[src/include/companding_map.svh]
// Constants for the companding converter and its successive-approximation sequencer
`ifndef COMPANDING_MAP_SVH
`define COMPANDING_MAP_SVH
`define MAG_WIDTH 7
`define CHORD_WIDTH 3
`define STEP_WIDTH 4
`define CODE_WIDTH 8
`define LEVEL_WIDTH 14
`define CHORD_MSB 6
`define CHORD_LSB 4
`define STEP_MSB 3
`define STEP_LSB 0
`define SIGN_POS 7
`define FULL_MAG 7'h7F
`define ZERO_MAG 7'h00
`define CONV_PULSES 4'h9
`define PULSE_ONE 4'h1
`define CLK_DIV_DEFAULT 8
`define BIAS_BASE 14'h0021
`endif

[src/include/companding_pkg.sv]
// Types shared by the converter end and the sequencer end
package companding_pkg;
  typedef enum logic [2:0] {
    SEQ_IDLE = 3'h0,
    SEQ_POLARITY = 3'h1,
    SEQ_BITS = 3'h3,
    SEQ_DONE = 3'h2
  } seq_state_type;
endpackage

[src/include/companding_if.sv]
// Digital link between the converter and its successive-approximation sequencer
`timescale 1ns/100ps
`include "companding_map.svh"
interface companding_if;
  logic encodeSelect;
  logic signBit;
  logic [`MAG_WIDTH-1:0] magnitude;
  logic compareHigh;
  modport converter (input encodeSelect, input signBit, input magnitude, output compareHigh);
  modport sequencer (output encodeSelect, output signBit, output magnitude, input compareHigh);
endinterface

[src/verilog/companding_sar_sequencer.sv]
// Successive-approximation sequencer that drives the converter as an encoder
`timescale 1ns/100ps
`include "companding_map.svh"
// How it works
// Encode select high chooses encode outputs
// Encode select low chooses decode outputs
// All-ones magnitude gives full-scale current
// Sign and select route to four outputs
// Sign plus chord gives sixteen segments
// Sixteen equal steps, size doubles per chord
// Select may act as ninth decode bit
// First pulse clears MSB, sets others
// First pulse drives encode select low
// Comparator through XOR, inverted when negative
// Magnitude coding uniform for either polarity
// Second pulse raises select, loads sign
// Nine pulses yield eight-bit code
// Analog input held constant during conversion
// Sign one gives positive output
// Chord and step fields coded binary
// Magnitude MSB first, chord then step
// Done after ninth pulse, result held
module companding_sar_sequencer
  import companding_pkg::*;
#(
  parameter int CLK_DIV = `CLK_DIV_DEFAULT
) (
  // Clock and reset
  input wire logic ref_clk,
  input wire logic resetn,
  // User side
  input wire logic startn,
  output logic conversion_done_flag,
  output logic [`CODE_WIDTH-1:0] codeOut,
  // Converter side
  companding_if.sequencer link
);
  // ==========================================
  // Conversion clock divider
  logic [15:0] divCount_r;
  logic convPulse;
  assign convPulse = (divCount_r == 16'(CLK_DIV - 1));
  // One-cycle enable stands in for the slow conversion clock
  always_ff @(posedge ref_clk or negedge resetn) begin
    if (!resetn) begin
      divCount_r <= 16'h0000;
    end else if (convPulse) begin
      divCount_r <= 16'h0000;
    end else begin
      divCount_r <= divCount_r + 16'h0001;
    end
  end

  // ==========================================
  // Sequencer state
  seq_state_type state_r;
  logic [3:0] pulseCount_r;
  logic [`CODE_WIDTH-1:0] sar_r;
  logic encodeSel_r;
  logic negative_r;
  logic serialIn;
  logic [2:0] bitIdx;
  logic accept;
  logic finalPulse;

  // ==========================================
  // Decode helpers
  // Start is honoured only between conversions; a low start mid-conversion is
  // ignored without any indication, so a user must wait for the done flag
  function automatic logic startTaken(input seq_state_type st, input logic startLow);
    startTaken = startLow && (st == SEQ_IDLE || st == SEQ_DONE);
  endfunction

  // The ninth pulse decides the last magnitude bit and ends the conversion
  function automatic logic lastPulse(input seq_state_type st, input logic [3:0] count);
    lastPulse = (st == SEQ_BITS) && (count == `CONV_PULSES - `PULSE_ONE);
  endfunction

  // Inversion for negative inputs keeps all-ones meaning full scale both ways
  assign serialIn = link.compareHigh ^ negative_r;
  // Count two (third pulse) trials bit six, count eight (ninth pulse) bit zero
  assign bitIdx = 3'(`CODE_WIDTH - pulseCount_r);
  assign accept = convPulse && startTaken(state_r, !startn);
  assign finalPulse = convPulse && lastPulse(state_r, pulseCount_r);

  // ==========================================
  // Sequencing
  // State: idle, polarity decision, seven bit trials, result held
  always_ff @(posedge ref_clk or negedge resetn) begin
    if (!resetn) begin
      state_r <= SEQ_IDLE;
    end else if (accept) begin
      state_r <= SEQ_POLARITY;
    end else if (convPulse) begin
      case (state_r)
        SEQ_POLARITY: begin
          state_r <= SEQ_BITS;
        end
        SEQ_BITS: begin
          if (finalPulse) begin
            state_r <= SEQ_DONE;
          end
        end
        SEQ_IDLE, SEQ_DONE: begin
          state_r <= state_r;
        end
        default: begin
          state_r <= SEQ_IDLE;
        end
      endcase
    end
  end

  // Pulse count: the accepting pulse is number one, the ninth ends the work;
  // it rests at nine after a conversion, which no decode treats as live
  always_ff @(posedge ref_clk or negedge resetn) begin
    if (!resetn) begin
      pulseCount_r <= 4'h0;
    end else if (accept) begin
      pulseCount_r <= `PULSE_ONE;
    end else if (convPulse && (state_r == SEQ_POLARITY || state_r == SEQ_BITS)) begin
      pulseCount_r <= pulseCount_r + `PULSE_ONE;
    end
  end

  // Select flip-flop: low for the polarity decision only, so no encode current flows
  always_ff @(posedge ref_clk or negedge resetn) begin
    if (!resetn) begin
      encodeSel_r <= 1'b1;
    end else if (accept) begin
      encodeSel_r <= 1'b0;
    end else if (convPulse && state_r == SEQ_POLARITY) begin
      encodeSel_r <= 1'b1;
    end
  end

  // Polarity flip-flop feeds the second input of the inverting gate; it is
  // cleared on accept so the sign decision itself is never inverted
  always_ff @(posedge ref_clk or negedge resetn) begin
    if (!resetn) begin
      negative_r <= 1'b0;
    end else if (accept) begin
      negative_r <= 1'b0;
    end else if (convPulse && state_r == SEQ_POLARITY) begin
      negative_r <= ~link.compareHigh;
    end
  end

  // ==========================================
  // Successive-approximation register
  // Trial pattern on accept, then the kept decision per pulse
  always_ff @(posedge ref_clk or negedge resetn) begin
    if (!resetn) begin
      sar_r <= 8'h00;
    end else if (accept) begin
      sar_r <= {1'b0, `FULL_MAG};
    end else if (convPulse) begin
      case (state_r)
        SEQ_POLARITY: begin
          sar_r[`SIGN_POS] <= serialIn;
        end
        SEQ_BITS: begin
          // Keep decision on current trial bit, then trial next lower bit
          sar_r[bitIdx] <= serialIn;
          if (bitIdx != 3'h0) begin
            sar_r[bitIdx - 3'h1] <= 1'b1;
          end
        end
        SEQ_IDLE, SEQ_DONE: begin
          // Result stays in place until the next start is taken
          sar_r <= sar_r;
        end
        default: begin
          sar_r <= sar_r;
        end
      endcase
    end
  end

  // Note: during bit trials the lower bits already sit at one from the first pulse,
  // so the trial pattern is decision bits, current bit one, the rest zeroed below.
  logic [`MAG_WIDTH-1:0] trialMag;
  always_comb begin
    trialMag = sar_r[`MAG_WIDTH-1:0];
    if (state_r == SEQ_BITS) begin
      for (int i = 0; i < `MAG_WIDTH; i++) begin
        if (i < int'(bitIdx)) begin
          trialMag[i] = 1'b0;
        end
      end
    end
  end

  // ==========================================
  // Result and link outputs
  // Result register: loaded on the ninth pulse, held until the next one
  always_ff @(posedge ref_clk or negedge resetn) begin
    if (!resetn) begin
      codeOut <= 8'h00;
    end else if (finalPulse) begin
      codeOut <= {sar_r[`CODE_WIDTH-1:1], serialIn};
    end
  end

  assign conversion_done_flag = (state_r == SEQ_DONE);
  assign link.encodeSelect = encodeSel_r;
  assign link.signBit = sar_r[`SIGN_POS];
  assign link.magnitude = trialMag;
  // Sample-and-hold ahead of the comparator is left to the analog side  R14
endmodule

[src/flat_wrapper.sv]
// flat-port wrapper written by rule: the top's interface ports become plain ports
module companding_sar_sequencer_flat import companding_pkg::*;
#(
  parameter int CLK_DIV = `CLK_DIV_DEFAULT
)
  (ref_clk, resetn, startn, conversion_done_flag, codeOut, link_encodeSelect, link_signBit, link_magnitude, link_compareHigh);
  companding_if link_i ();
  input wire logic ref_clk;
  input wire logic resetn;
  input wire logic startn;
  output logic conversion_done_flag;
  output logic [`CODE_WIDTH-1:0] codeOut;
  output wire logic [$bits(link_i.encodeSelect)-1:0] link_encodeSelect;
  output wire logic [$bits(link_i.signBit)-1:0] link_signBit;
  output wire logic [$bits(link_i.magnitude)-1:0] link_magnitude;
  input wire logic [$bits(link_i.compareHigh)-1:0] link_compareHigh;
  assign link_encodeSelect = link_i.encodeSelect;
  assign link_signBit = link_i.signBit;
  assign link_magnitude = link_i.magnitude;
  assign link_i.compareHigh = link_compareHigh;
  companding_sar_sequencer #(.CLK_DIV(CLK_DIV)) u_core (.ref_clk(ref_clk), .resetn(resetn), .startn(startn), .conversion_done_flag(conversion_done_flag), .codeOut(codeOut), .link(link_i));
endmodule
[config.mk]
export PLATFORM = sky130hd
export DESIGN_NAME = companding_sar_sequencer_flat
export DESIGN_NICKNAME = d
export VERILOG_FILES = /design/src/include/companding_pkg.sv /design/src/include/companding_if.sv /design/src/verilog/companding_sar_sequencer.sv /design/src/flat_wrapper.sv
export VERILOG_INCLUDE_DIRS = /design/src /design/src/include
export SDC_FILE = /design/constraint.sdc
export NUM_CORES = 1
export LEC_CHECK = 0
export ABC_AREA = 1
export ABC_CLOCK_PERIOD_IN_PS = 2050
export BUFFER_PORTS_ARGS = -buffer_cell sky130_fd_sc_hd__buf_2
export CORE_MARGIN = 2
export CORE_UTILIZATION = 35
export DETAILED_ROUTE_END_ITERATION = 6
export PLACE_DENSITY_LB_ADDON = 0.08
export SLEW_MARGIN = 15
export SYNTH_ARGS = -nofsm -noshare
export SYNTH_HDL_FRONTEND = slang
export SYNTH_SLANG_ARGS = --single-unit
[constraint.sdc]
create_clock -name ref_clk -period 2.05 [get_ports ref_clk]
set_input_delay 0.41 -clock ref_clk [delete_from_list [all_inputs] [get_ports ref_clk]]
set_output_delay 0.41 -clock ref_clk [all_outputs]
set_load 0.01 [all_outputs]
After elaboration in Yosys (flattened, before gate mapping) --
Cells that the tools add are included.
Storage, ports and cells: word-level logic and storage cells 84, flip-flop bits (word level) 41, bits of input ports 4, output and inout port bits 18
Cells by class: magnitude comparators 11, reduce and logical (&&, ||, !) cells 22, muxes and demuxes 29, eq/ne operators 7, $add $sub $neg 4, bitwise operators 3
Operators by type and width (count):
- 8-bit 2-to-1 mux | 3
- 16-bit by 1-bit adder with 16-bit output (second input constant) | 1
- 16-bit by 3-bit == test with 1-bit output (second input constant) | 1
- 16-bit 2-to-1 mux | 1
- 7-bit 2-to-1 mux | 2
- 1-bit 2-to-1 mux | 13
- 3-bit less-than comparator (first input constant) | 3
- 3-bit 2-to-1 mux | 3
- 3-bit case mux with 3 select lines | 1
- 8-bit bitwise mux | 1
- 1-bit logical AND | 8
- 3-bit by 4-bit less-than comparator with 1-bit output (second input constant) | 2
- 4-bit 2-to-1 mux | 2
- 8-bit OR | 1
- 2-bit nonzero test | 4
- 1-bit demux with 3-bit select | 2
- 3-bit by 2-bit == test with 1-bit output (second input constant) | 2
- 3-bit by 1-bit greater-or-equal comparator with 1-bit output (second input constant) | 2
- 1-bit by 3-bit less-than comparator with 1-bit output (first input constant) | 2
- 2-bit by 3-bit less-than comparator with 1-bit output (first input constant) | 2
- 3-bit nonzero test | 2
- 4-bit by 1-bit adder with 4-bit output (second input constant) | 1
- 4-bit == test (second input constant) | 1
- 2-bit AND reduction | 2
- 13 further kinds | 14

Depth between registers and ports, before layout --
Gate-level depths: netlist (run 1).
depth after elaboration 11, mapped depth 13, mapped depth without buffers 11

Worst setup path before layout (run 1) --
Ideal clock, no wire load.
kind reg-to-output, from register u_core.pulseCount_r[0], to output link_magnitude[0], path slack 0.073 ns, required time 1.640 ns, stages on the path, launching flop included 9, buffers on the path 1, arrival 1.567 ns, cell sequence dfrtp_1 -> buf_2 -> inv_1 -> ha_1 -> inv_1 -> nand2_1 -> nand2_1 -> nand2_2 -> a21boi_0
On the way: cells in the longest elaborated chain, start to end 4
Ends and longest elaborated chain:
- start, declared | RTL line companding_sar_sequencer.sv:57 | logic [3:0] pulseCount_r;
- start signal, assigned | RTL line companding_sar_sequencer.sv:120 | pulseCount_r <= `PULSE_ONE;
- start signal, assigned | RTL line companding_sar_sequencer.sv:122 | pulseCount_r <= pulseCount_r + `PULSE_ONE;
- 1-bit by 3-bit subtractor with 3-bit output (no source line)
- 1-bit by 3-bit less-than comparator with 1-bit output | RTL line companding_sar_sequencer.sv:187 | if (i < int'(bitIdx)) begin
- 1-bit 2-to-1 mux | RTL line companding_sar_sequencer.sv:187
- 7-bit 2-to-1 mux | RTL line companding_sar_sequencer.sv:185 | if (state_r == SEQ_BITS) begin
- end, declared | RTL line flat_wrapper.sv:15 | output wire logic [$bits(link_i.magnitude)-1:0] link_magnitude;
No other way between the ends.

Worst setup path after layout (run 1) --
from register u_core.pulseCount_r[1], to output link_magnitude[6]
On the way: cells in the longest elaborated chain, start to end 4
Ends and longest elaborated chain (RTL line):
- 1-bit by 3-bit subtractor with 3-bit output (no source line)
- 3-bit less-than comparator | companding_sar_sequencer.sv:187
- 1-bit 2-to-1 mux | companding_sar_sequencer.sv:187
- 7-bit 2-to-1 mux | companding_sar_sequencer.sv:185
No other way between the ends.

==> metrics list, run 1 <==
- The flow ran to the end, and the final reports show no timing, DRC or antenna violations.
- Number of buffers inserted during clock tree synthesis: 5
* Number of design-rule violations left by the first detailed-router iteration: 150
- Global routing consumed, over all layers together, 15.9% of the routing resources.
- Number of global-route vias before repair: 1997
- Leakage Power: 1.60 nW
- For this run, asynchronously set or reset flops after synthesis account for 100%.
- By count the netlist is led by 93 x nand2_1, 51 x inv_1, 41 x nand3_1.
- For this run, design rule violations remaining after detail routing come to 0.
* Clock tree from TritonCTS: yes
- Top-level port count: 22
- For this block, the via count after detailed routing is 2162.
* Share of the core filled with cells: 41.7%
- Final routed wire length divided by cell count: 13.0 um
* Peak fanout along the critical path: 3
- Per-cell via count in the routed design: 4.84
* Number of nets produced by synthesis: 341
- The final critical path takes up 96.2% of the cycle.
* Power density over cell area: 1220 nW/um^2
- The post-route netlist has 20.2% of its cells at a drive strength greater than 1.
- Area leader, netlist: dfrtp_1
- Final hold violations: 0
* Total routed wirelength: 5.83 mm
* Syn Std Cell Area: 2420 sq um
- The tightest hold path in the finished design has a slack of 176 ps.
- Core region area: 6760 sq um
- Yosys printed 0 warnings.
* DIE AREA: 7590 sq um
* Total inserted antenna cells: 0
* Setup slack after placement: 152 ps
- The floorplan step set the die height to 87.1 um.
* Wire length of the first global-routing pass: 9.56 mm
- Counting the fill cells in the layout gives 720.
- Clock skew after layout: 9.71 ps
- STA classifies the critical path endpoint as a primary output.
- Routability-driven placement finished with a final weighted congestion of 0.857.
- Final-stage net count: 375
* Number of cells in the finished layout apart from fillers: 447
- Yosys attributes the largest share of cell area to dfrtp_1 40%, nand2_1 14%, nand3_1 8.5%.
* Data arrival time of the worst path: 1560 ps
- Antenna violations before repair: 0
* Maximum number of pins on one net before global-route repair: 41
- Final worst path period need: 1970 ps
- Crit Path Category: reg -> out
* Top-count cell post-synth: nand2_1
- Flip-flop and latch count after synthesis: 40
- For this run, the top clock speed supported by timing is 0.507 GHz.
* Worst vdd ir: 560 uV
* Number of cell rows: 30
* Critical path's slowest cell: dfrtp_1
- In this run, the clock network consumes 15.6% of the power.
- Clock latency on the worst-skew pair: 290 ps
- Deepest level of the CTS H-tree: 2
* Main synth FF type: dfrtp_1
- Worst max-slew margin expressed relative to the limit: 65.2%
* CP startpoint kind: flip-flop
- The internal power of the cells totals 0.00193 W.
- In this run, synthesis inferred 0 flip-flops with an integrated enable.
- Sinks on the clock net: 40
- The signal on the critical path passes through inv_2 -> ha_4 -> inv_2 -> nand2_2 -> nand2_2 -> nand3_2 -> o21ai_1 -> inv_1 -> buf_2.
* Placed Instances: 435
* Syn avg cell area: 7.28 sq um
- Of the total power, the share spent switching nets is 44.1%.
* Comb power frac: 51.2%
* Reported max-cap violation count: 0
- The largest single stage delay on the critical path is 370 ps.
* Net switching component of the power: 0.00152 W
- Of the post-synthesis cell area, the dominant cell type holds 40.4%.
- In this run the tool buffered the top-level ports with 21 buffer cells.
- The number of max-slew violations in the final report is 0.
- Slew of the pin with the lowest slew margin: 522 ps
- The detail route stage leaves a number of antenna-violating nets equal to 0.
* HPWL after DPL: 4.40 mm
- Setup violations remaining at the end of the flow were counted as 0.
- In the final layout, flip-flops and latches occupy 1000 sq um.
- The path class of the tightest hold or removal check is in -> async.
* Clock input transition at the sequential cells of the worst setup and hold paths: 80 ps
* Seq pwr share: 33.2%
- Across all setup checks in the final design, the least slack found is 78.8 ps.
- The clock passes through at most 2 buffers.
- For this configuration, the core starts out at a cell density of 35.8%.
* WP data required: 1640 ps
- CTS Root Buffer Type: clkbuf_8
* Number of unique standard cell types used by synthesis: 27
- In the final timing run, aggregate negative setup slack is 0 ps.
- First-pass detailed-route iteration total: 5
- GRT overflow: 0
* Footprint of the multi-input gates: 1230 sq um
- Horiz. Die Dim: 87.1 um
- From synthesis to final layout, the design area changed by 16.6%.
- Synthesized instance count: 332
- Sequential fraction of the synthesis area: 41.5%
[routing by layer]
metal	part of all wire, %	GRT usage (%)	wire length, um	vias up
met4	0.81	3.50	47	0
li1	-	-	-	1105
met5	0	0	0	-
met3	3.7	2.84	213	7
met2	41	23.5	2420	48
met1	54	24.2	3150	1002
[critical path: cells and delay by family, from the launching register on]
kind                       cells  cell delay [ps]
AOI/OAI and AO/OA              1              150
adders and majority gates      1              170
buffers and inverters          4              330
DFF                            1              370
and+or+nand+nor                3              260
[layout make-up]
cell class,instances,share of cell area [%]
clock buffer,6,2.93
clock inverter,2,0.355
inverter,53,7.06
multi-input combinational,233,43.6
sequential,40,35.6
tap,80,3.55
timing repair buffer,33,6.92
[cells by family after synthesis]
group,count (synthesis),share of synthesized area (%)
compound gates,30,7.61
xor+xnor,13,4.71
fa+ha+maj,5,2.59
buf+inv,59,10.5
flops,40,41.5
simple gates,185,33.2
[per-stage QoR]
stage	area, sq um	power [W]
2_1_floorplan	2420	0.00217
3_3_place_gp	2630	0.00267
3_5_place_dp	2630	0.00266
4_1_cts	2760	0.00332
5_1_grt	2820	0.00374
6_report	2820	0.00344
[timing repair]
item	CTS	global route
pin swaps	2	4
resized for setup	8	13
setup buffers	3	1
hold buffers	0	0
endpoints found under the setup margin	7	7
[layout by cell type, fill, tap and decap left out, types with 9 or more instances in the layout]
master and count:
buf_2 21, inv_1 48, nand2_2 9, dfrtp_1 39, nor2_1 32, nand2_1 87, buf_4 12, nand3_1 40
xor2_1 12, o21ai_0 11
[worst paths after layout]
| kind | startpoint | endpoint | slack (ps) | cells past startpoint |
|---|---|---|---|---|
| worst max-delay path | u_core.pulseCount_r[1]$_DFFE_PN0P_ | link_magnitude[6] | 80 | 9 |
| worst min-delay path | resetn | u_core.divCount_r[6]$_DFF_PN0_ | 180 | 2 |
| worst max register to register | u_core.divCount_r[0]$_DFF_PN0_ | u_core.negative_r$_DFFE_PN0P_ | 340 | 7 |
| worst min register to register | u_core.link.encodeSelect$_DFFE_PN1P_ | u_core.link.encodeSelect$_DFFE_PN1P_ | 460 | 2 |
| max in group asynchronous | resetn | u_core.link.encodeSelect$_DFFE_PN1P_ | 1490 | 2 |
| min in group ref_clk | link_compareHigh | u_core.negative_r$_DFFE_PN0P_ | 350 | 2 |
[registers in the layout, indices dropped and copies added (netlist names)]
register and flops:
u_core.sar_r 8, u_core.state_r 2, u_core.negative_r 1, u_core.pulseCount_r 4, u_core.codeOut 8, u_core.divCount_r 16
u_core.link.encodeSelect 1
[power by group through the flow]
stage	Combinational [W]	Sequential, W	Clock [W]
6_report	0.00176	0.00114	0.000538
5_1_grt	0.00198	0.00116	0.000602
4_1_cts	0.00161	0.00113	0.000568
3_5_place_dp	0.00151	0.00115	0
3_3_place_gp	0.00152	0.00115	0
2_1_floorplan	0.00107	0.00110	0
Note: power is estimated with default switching activity, not from simulation.
==> run 2: changes to the inputs <==
- ABC_AREA: 1 -> unset
- ABC_CLOCK_PERIOD_IN_PS: 2050 -> 2100
- clock period: 2.05 -> 2.1 ns (I/O delays scaled with it)
==> run 2 against run 1 <==
  * Via count is 22% lower
  * Clock power is 29% higher
  * First-iteration DRC count is 49% lower
  * Highest routed layer unchanged
  * Die area is 14% lower
  * Synthesized cell count is 36% lower
  * Total power is 56% lower
  * Routed wire length is 17% lower
  * Cell count is 25% lower
  * Global-route usage is 0.59 points higher
==> metrics list, run 2 <==
- Result of the run: finished clean
* Top cells by count, synth: 39 x dfrtp_1, 23 x nor2_1, 17 x nand2_1
- Fraction of synthesized cell area taken by the top area cell type: 47.1% (+6.7 points)
- The final non-filler cell area was 2660 sq um (-5.7%).
* Synth top area cells: dfrtp_1 47%, mux2_2 4.9%, nor2_1 4.2%
- The floorplan die height came to 81.0 um (-7.0%).
* Critical path buffers and inverters: 3 (-1)
- The critical path in this run is classified as reg -> out.
* Register name with the most flops: u_core.divCount_r
- Syn avg cell area: 9.73 sq um (+34%)
* CP startpoint kind: flip-flop
* Power density over cell area: 572 nW/um^2 (-53%)
- The count of different cell masters after synthesis came to 39 (+44%).
- The die footprint is 6560 sq um (-14%).
- Final setup violation count: 0 (unchanged)
* Overall power after layout: 0.00152 W (-56%)
- The count of flip-flops with a built-in enable after synthesis came to 0 (unchanged).
- Dpl cell area: 2450 sq um (-6.9%)
- The maximum level of the CTS H-tree came to 2 (unchanged).
- Commonest cells after routing, fill and taps aside: 39 x dfrtp_1, 24 x buf_4, 22 x nor2_1, 22 x buf_2, 17 x nand2_1
* Wire length of the first global-routing pass: 8.16 mm (-15%)
- The wire length per cell after detailed routing came to 14.4 um (+10%).
* GRT overflow: 0 (unchanged)
* Synthesis-to-layout area growth: 28.2%
- Clock skew after layout: 2.43 ps (-7.28 ps)
- Area taken by flip-flops and latches: 1000 sq um (unchanged)
- Number of design-rule violations left by the first detailed-router iteration: 76 (-49%)
- dfrtp_1 takes more of the synthesized area than any other cell.
- The number of antenna-violating nets in the routed design is 0 (unchanged).
- The final critical path takes up 97.8% of the cycle.
* Max stage delay on crit path: 360 ps (about the same)
* Per-cell via count in the routed design: 4.99 (+3.2%)
- The last weighted congestion value of the routability-driven placer came to 0.833 (-2.8%).
* Number of cells in the finished layout apart from fillers: 337 (-25%)
- The deepest clock path buffer count was 2 (unchanged).
* Total routed wirelength: 4.86 mm (-17%)
- The count of endpoints failing hold in the final timing report was 0 (unchanged).
- The remaining design rule violation count is 0 (unchanged).
* Number of cell rows: 28 (-6.7%)
- Setup slack after placement: 4.75 ps (-147 ps)
- First-pass detailed-route iteration total: 4 (-1)
- Worst max-slew margin expressed relative to the limit: 59.6% (-5.6 points)
- The sequential share of the synthesized area is 48.3% (+6.9 points).
- Number of buffers inserted during clock tree synthesis: 5 (unchanged)
- Syn Std Cell Area: 2070 sq um (-14%)
* Antenna violations before repair: 0 (unchanged)
* Global-route total usage across every layer: 16.5% (+0.59 points)
- The static leakage is 1.23 nW (-23%).
- Footprint of the multi-input gates: 1060 sq um (-14%)
* Capturing element type of the critical path: primary output
* Total inserted antenna cells: 0 (unchanged)
* HPWL after DPL: 3.52 mm (-20%)
- The starting density of the core came to 35.6% (-0.13 points).
- Hold Path Class: in -> async
- Worst vdd ir: 345 uV (-38%)
- The clock network latency to the later pin of the worst-skew pair is 290 ps (about the same).
- The most used flip-flop cell after synthesis is dfrtp_1.
- Buffers on Ports: 21 (unchanged)
- The synthesized netlist cell count was 213 (-36%).
- The pin count of the biggest net entering global routing was 41 (unchanged).
- The x dimension of the die was 81.0 um (-7.0%).
* Core region area: 5820 sq um (-14%)
- The number of max-slew violations in the final report is 0 (unchanged).
- Number of fill cells: 591 (-18%)
* Final worst path period need: 2050 ps
- WP data required: 1680 ps (+40 ps)
- The number of max-capacitance violations reported came to 0 (unchanged).
- Final-stage net count: 270 (-28%)
* Clock tree from TritonCTS: yes
- By instance count, the cell type seen most on the critical path is buf_2.
* Slew of the pin with the lowest slew margin: 600 ps (+78.3 ps)
- The total via count after detailed routing is 1682 (-22%).
* Number of nets produced by synthesis: 222 (-35%)
- Upper clock frequency limit: 0.487 GHz
* Critical path's slowest cell: dfrtp_1
- Async S/R FF share, synth: 100% (unchanged)
- Clock input transition at the sequential cells of the worst setup and hold paths: 80 ps (about the same)
- The clock net sink count came to 40 (unchanged).
* Number of global-route vias before repair: 1674 (-16%)
- The cell sitting at the root of the clock tree is a clkbuf_8.
* Commonest non-fill, non-tap cell in the layout: dfrtp_1
* Cells along the critical path: inv_2 -> ha_4 -> xor2_4 -> buf_2 -> o31a_1 -> buf_2
* Synth warnings: 0 (unchanged)
- RSZ-0062 raised after global routing: yes
- Largest registers ranked by flip-flop count: u_core.divCount_r (16), u_core.codeOut (8), u_core.sar_r (8)
- Slack of the critical path: 45.6 ps (-33.2 ps)
- The share of cells above drive strength 1 came to 30.2% (+10 points).
- The data arrival time of the critical path was 1630 ps (+70 ps).
- On the critical path the largest part of the delay comes from buffers and inverters.
- Flip-flop count of the largest register, all copies and words added: 16 (unchanged)
* Peak fanout along the critical path: 4 (+1)
* Top-level port count: 22 (unchanged)
- Top-count cell post-synth: dfrtp_1
* Flip-flop and latch count after synthesis: 40 (unchanged)
* Placed Instances: 326 (-25%)
-- run 2: cell types whose count changed after synthesis, sizes merged, moves of 7 or more --
cell    change
clkbuf      +7
nand3      -32
inv        -44
nor2       -14
mux2        +9
xnor2       +8
nand2      -80
-- run 2: path summary, 6_finish.rpt --
check / startpoint / to / slack, ps / cells past startpoint
worst min-delay path: resetn / u_core.state_r[1]$_DFFE_PN0P_ / 90 / 2
worst min register to register: u_core.divCount_r[15]$_DFF_PN0_ / u_core.divCount_r[15]$_DFF_PN0_ / 490 / 1
worst max register to register: u_core.divCount_r[5]$_DFF_PN0_ / u_core.sar_r[3]$_DFFE_PN0P_ / 160 / 6
min in group ref_clk: startn / u_core.state_r[1]$_DFFE_PN0P_ / 420 / 3
worst max-delay path: u_core.pulseCount_r[0]$_DFFE_PN0P_ / link_magnitude[6] / 50 / 6
max in group asynchronous: resetn / u_core.link.encodeSelect$_DFFE_PN1P_ / 1750 / 2
-- run 2: logic make-up after synthesis --
| family | Yosys count | share of synthesized area (%) |
|---|---|---|
| muxes | 9 | 4.89 |
| DFF | 40 | 48.3 |
| and+or+nand+nor | 79 | 19.4 |
| adders and majority gates | 5 | 3.02 |
| buffers and inverters | 17 | 3.44 |
| AOI/OAI and AO/OA | 47 | 14.2 |
| xor gates and xnor gates | 16 | 6.76 |
-- run 2: what timing repair did --
item | CTS | global route
endpoints found under the setup margin | 8 | 17
setup buffers | 1 | 1
resized for setup | 8 | 6
pin swaps | 0 | 2
gates cloned | 1 | 0
hold buffers | 0 | 0
-- run 2: cell type report --
class | count | share of cell area [%]
sequential | 40 | 37.7
clock inverter | 1 | 1.13
inverter | 9 | 1.27
clock buffer | 7 | 3.63
multi-input combinational | 156 | 39.9
timing repair buffer | 49 | 12.9
tap | 75 | 3.53
-- run 2: layer usage --
layer  up-vias  share of wire, %  global-route usage, %
met5         -                 0                      0
met4         0               2.1                   6.27
li1        853                 -                      -
met1       792                46                   21.8
met3        10               3.4                   4.22
met2        27                48                   26.1
-- run 2: through the flow --
| stage | util (%) | setup TNS [ps] | hold slack, ps |
|---|---|---|---|
| floorplan | - | 0 | 124 |
| global placement | 42.1 | 0 | 415 |
| detailed placement | 42.1 | 0 | 411 |
| CTS | 45.2 | -28.6 | 89.2 |
| global route | 45.7 | -60.0 | 97.8 |
| finish | 45.7 | 0 | 91.6 |
-- run 2: worst reg2reg max path: cells and delay by family (launching register included) --
kind / cells / cell delay (ps)
and+or+nand+nor: 4 / 860
buffers and inverters: 1 / 160
DFF: 1 / 390
AOI/OAI and AO/OA: 1 / 410
-- run 2: power breakdown --
group / total (W) / internal, W / switching [W] / leakage (nW)
sequential: 0.000785 / 0.000777 / 0.00000848 / 0.515
combinational: 0.0000420 / 0.0000157 / 0.0000263 / 0.654
clock: 0.000693 / 0.000420 / 0.000273 / 0.0645
total: 0.00152 / 0.00121 / 0.000308 / 1.23
==> run 3: changes to the inputs <==
- CORE_ASPECT_RATIO: unset -> 1.4
==> run 3 against run 2 <==
  * Clock skew increased by 8.1 ps
  * Utilization is 0.24 points lower
  * Clock power down 29%
  * Highest routed layer unchanged
==> metrics list, run 3 (synthesis results as in run 2) <==
- Per-cell via count in the routed design: 5.15 (+3.2%)
* Hold Path Class: in -> async
* Worst max-slew margin expressed relative to the limit: 72.1% (+13 points)
- The deepest clock path buffer count came to 2 (unchanged).
- The signal on the critical path passes through inv_2 -> ha_4 -> xor2_4 -> o21ai_1 -> a21boi_1 -> buf_2.
- The worst setup margin was 40.1 ps (-5.45 ps).
* Period utilization: 98.1% (+0.26 points)
- Antenna violations before repair: 0 (unchanged)
* Final hold violations: 0 (unchanged)
- Peak fanout along the critical path: 7 (+3)
* Upper clock frequency limit: 0.485 GHz (-0.26%)
- The accumulated negative setup slack came to 0 ps (unchanged).
* Commonest cells after routing, fill and taps aside: 39 x dfrtp_1, 24 x buf_4, 21 x nor2_1, 21 x buf_2, 16 x nand2_1
- The final net count is 270 (unchanged).
- The sequential cell fraction of total power is 59.4% (+7.7 points).
- The total track usage was 16.1% (-0.37 points).
* RSZ-0062 raised after global routing: yes
- The internal power was 0.00103 W (-15%).
* Register name with the most flops: u_core.divCount_r
- The clock net sink count was 40 (unchanged).
- Die extent in y: 95.1 um (+17%)
- CP startpoint kind: flip-flop
- Starting Density: 35.9% (+0.22 points)
* Capturing element type of the critical path: primary output
- Footprint of the multi-input gates: 1080 sq um (+2.2%)
- Net switching component of the power: 0.000297 W (-3.4%)
- Buffers on Ports: 21 (unchanged)
- GRT overflow: 0 (unchanged)
* Critical path's slowest cell: dfrtp_1
* First-pass detailed-route iteration total: 4 (unchanged)
- The die footprint was 6560 sq um (+0.13%).
- Clock input transition at the sequential cells of the worst setup and hold paths: 70 ps (about the same)
- Post-CTS Hold Fix Bufs: 0 (unchanged)
- By startpoint and endpoint, the worst setup path is classified as reg -> out.
- Data arrival time of the worst path: 1640 ps (about the same)
- Comb power frac: 3.2% (+0.4 points)
* Clock tree from TritonCTS: yes
* Max-slew violations: 0 (unchanged)
- Clock skew after layout: 10.5 ps (+8.08 ps)
* Power density over cell area: 504 nW/um^2 (-12%)
* Maximum number of pins on one net before global-route repair: 41 (unchanged)
* Kind of cell adding the most delay to the critical path: flip-flops
- The net switching fraction of the power is 22.5% (+2.2 points).
- Slew of the pin with the lowest slew margin: 416 ps (-185 ps)
* Number of global-route vias before repair: 1740 (+3.9%)
- Number of design-rule violations left by the first detailed-router iteration: 124 (+63%)
* Largest registers ranked by flip-flop count: u_core.divCount_r (16), u_core.codeOut (8), u_core.sar_r (8)
* Result of the run: finished clean
- The number of rows created at floorplan was 33 (+18%).
* Commonest non-fill, non-tap cell in the layout: dfrtp_1
- Number of buffers inserted during clock tree synthesis: 5 (unchanged)
- Number of nets with antenna violations after detailed routing: 0 (unchanged)
- The flip-flop and latch area is 1000 sq um (unchanged).
- The last weighted congestion value of the routability-driven placer was 0.784 (-5.8%).
- The worst path buffer plus inverter count is 2 (-1).
- Synthesis-to-layout area growth: 26.7%
* DRC: 0 (unchanged)
* WP data required: 1680 ps (about the same)
- Leakage Power: 1.21 nW (-1.6%)
- Final routed wire length divided by cell count: 15.2 um (+5.7%)
* Number of fill cells: 581 (-1.7%)
* Worst vdd ir: 278 uV (-19%)
- The total wirelength of the detailed-routed design was 5.06 mm (+4.2%).
- Share of the core filled with cells: 45.5% (-0.24 points)
- The clock network power share is 37.4% (-8.2 points).
- Max stage delay on crit path: 390 ps (+30 ps)
- The share of cells above drive strength 1 came to 30.5% (+0.38 points).
* Core region area: 5780 sq um (-0.60%)
- The placed wire-length estimate came to 3.64 mm (+3.6%).
- Flip-flop count of the largest register, all copies and words added: 16 (unchanged)
- The top-level port count is 22 (unchanged).
- Reported max-cap violation count: 0 (unchanged)
- Dpl cell area: 2430 sq um (-0.77%)
- Wire length of the first global-routing pass: 8.31 mm (+1.9%)
- The diode insertion count for antenna repair came to 0 (unchanged).
- The clock network latency to the later pin of the worst-skew pair is 290 ps (about the same).
- Deepest level of the CTS H-tree: 2 (unchanged)
- Overall power after layout: 0.00132 W (-13%)
- CTS Root Buffer Type: clkbuf_8
* Horiz. Die Dim: 69.0 um (-15%)
* Overall via count from detail_route: 1710 (+1.7%)
- Setup slack after placement: -80.8 ps (-85.6 ps)
* Final std cell area, no fill: 2630 sq um (-1.1%)
* Final setup violation count: 0 (unchanged)
- Final worst path period need: 2060 ps (+5.45 ps)
==> run 3: routing by layer <==
layer / up-vias / share of wire [%] / wire length [um] / track usage, %
li1: 847 / - / - / -
met1: 825 / 42 / 2120 / 18.3
met2: 30 / 53 / 2660 / 29.1
met3: 8 / 3.4 / 174 / 3.81
met4: 0 / 2.2 / 109 / 6.86
met5: - / 0 / 0 / 0
==> run 3: repair_timing <==
action                     in CTS  in global routing
resized for setup              13                 10
setup buffers                   0                  4
pin swaps                       1                  5
setup endpoints to repair      18                 19
cloned                          0                  0
==> run 3: path summary, 6_finish.rpt <==
path,startpoint,end,slack (ps),cells past startpoint
worst min-delay path,resetn,u_core.negative_r$_DFFE_PN0P_,80,2
worst min register to register,u_core.divCount_r[15]$_DFF_PN0_,u_core.divCount_r[15]$_DFF_PN0_,490,1
worst max register to register,u_core.divCount_r[0]$_DFF_PN0_,u_core.codeOut[5]$_DFFE_PN0P_,120,7
min in group ref_clk,startn,u_core.state_r[1]$_DFFE_PN0P_,420,3
worst max-delay path,u_core.pulseCount_r[1]$_DFFE_PN0P_,link_magnitude[1],40,6
max in group asynchronous,resetn,u_core.link.encodeSelect$_DFFE_PN1P_,1760,2
==> run 3: worst reg2reg max path: stages (launching register included) <==
cell and delay, ps:
dfrtp_1 400, ha_1 200, nor4b_4 240, and4_4 290
nand2_4 90, nor3_4 150, buf_6 150, mux2_2 330
==> run 3: final cells by class <==
class	count	area share (%)
clock buffer	7	2.90
multi-input combinational	156	41.2
sequential	40	38.1
timing repair buffer	49	12.9
tap	70	3.33
inverter	9	1.29
clock inverter	1	0.190
==> run 3: power by group through the flow <==
stage	registers, W	clock network (W)	logic [W]
floorplan	0.000798	0	0.0000149
global placement	0.000801	0	0.0000443
detailed placement	0.000801	0	0.0000444
CTS	0.000786	0.000528	0.0000448
global route	0.000787	0.000549	0.0000491
finish	0.000786	0.000495	0.0000425
==> run 3: stage by stage <==
step | hold WS, ps | std cells
after floorplan | 124 | 213
after global placement | 414 | 321
after detailed placement | 412 | 321
after CTS | 82.2 | 329
after global routing | 102 | 332
final | 82.7 | 332
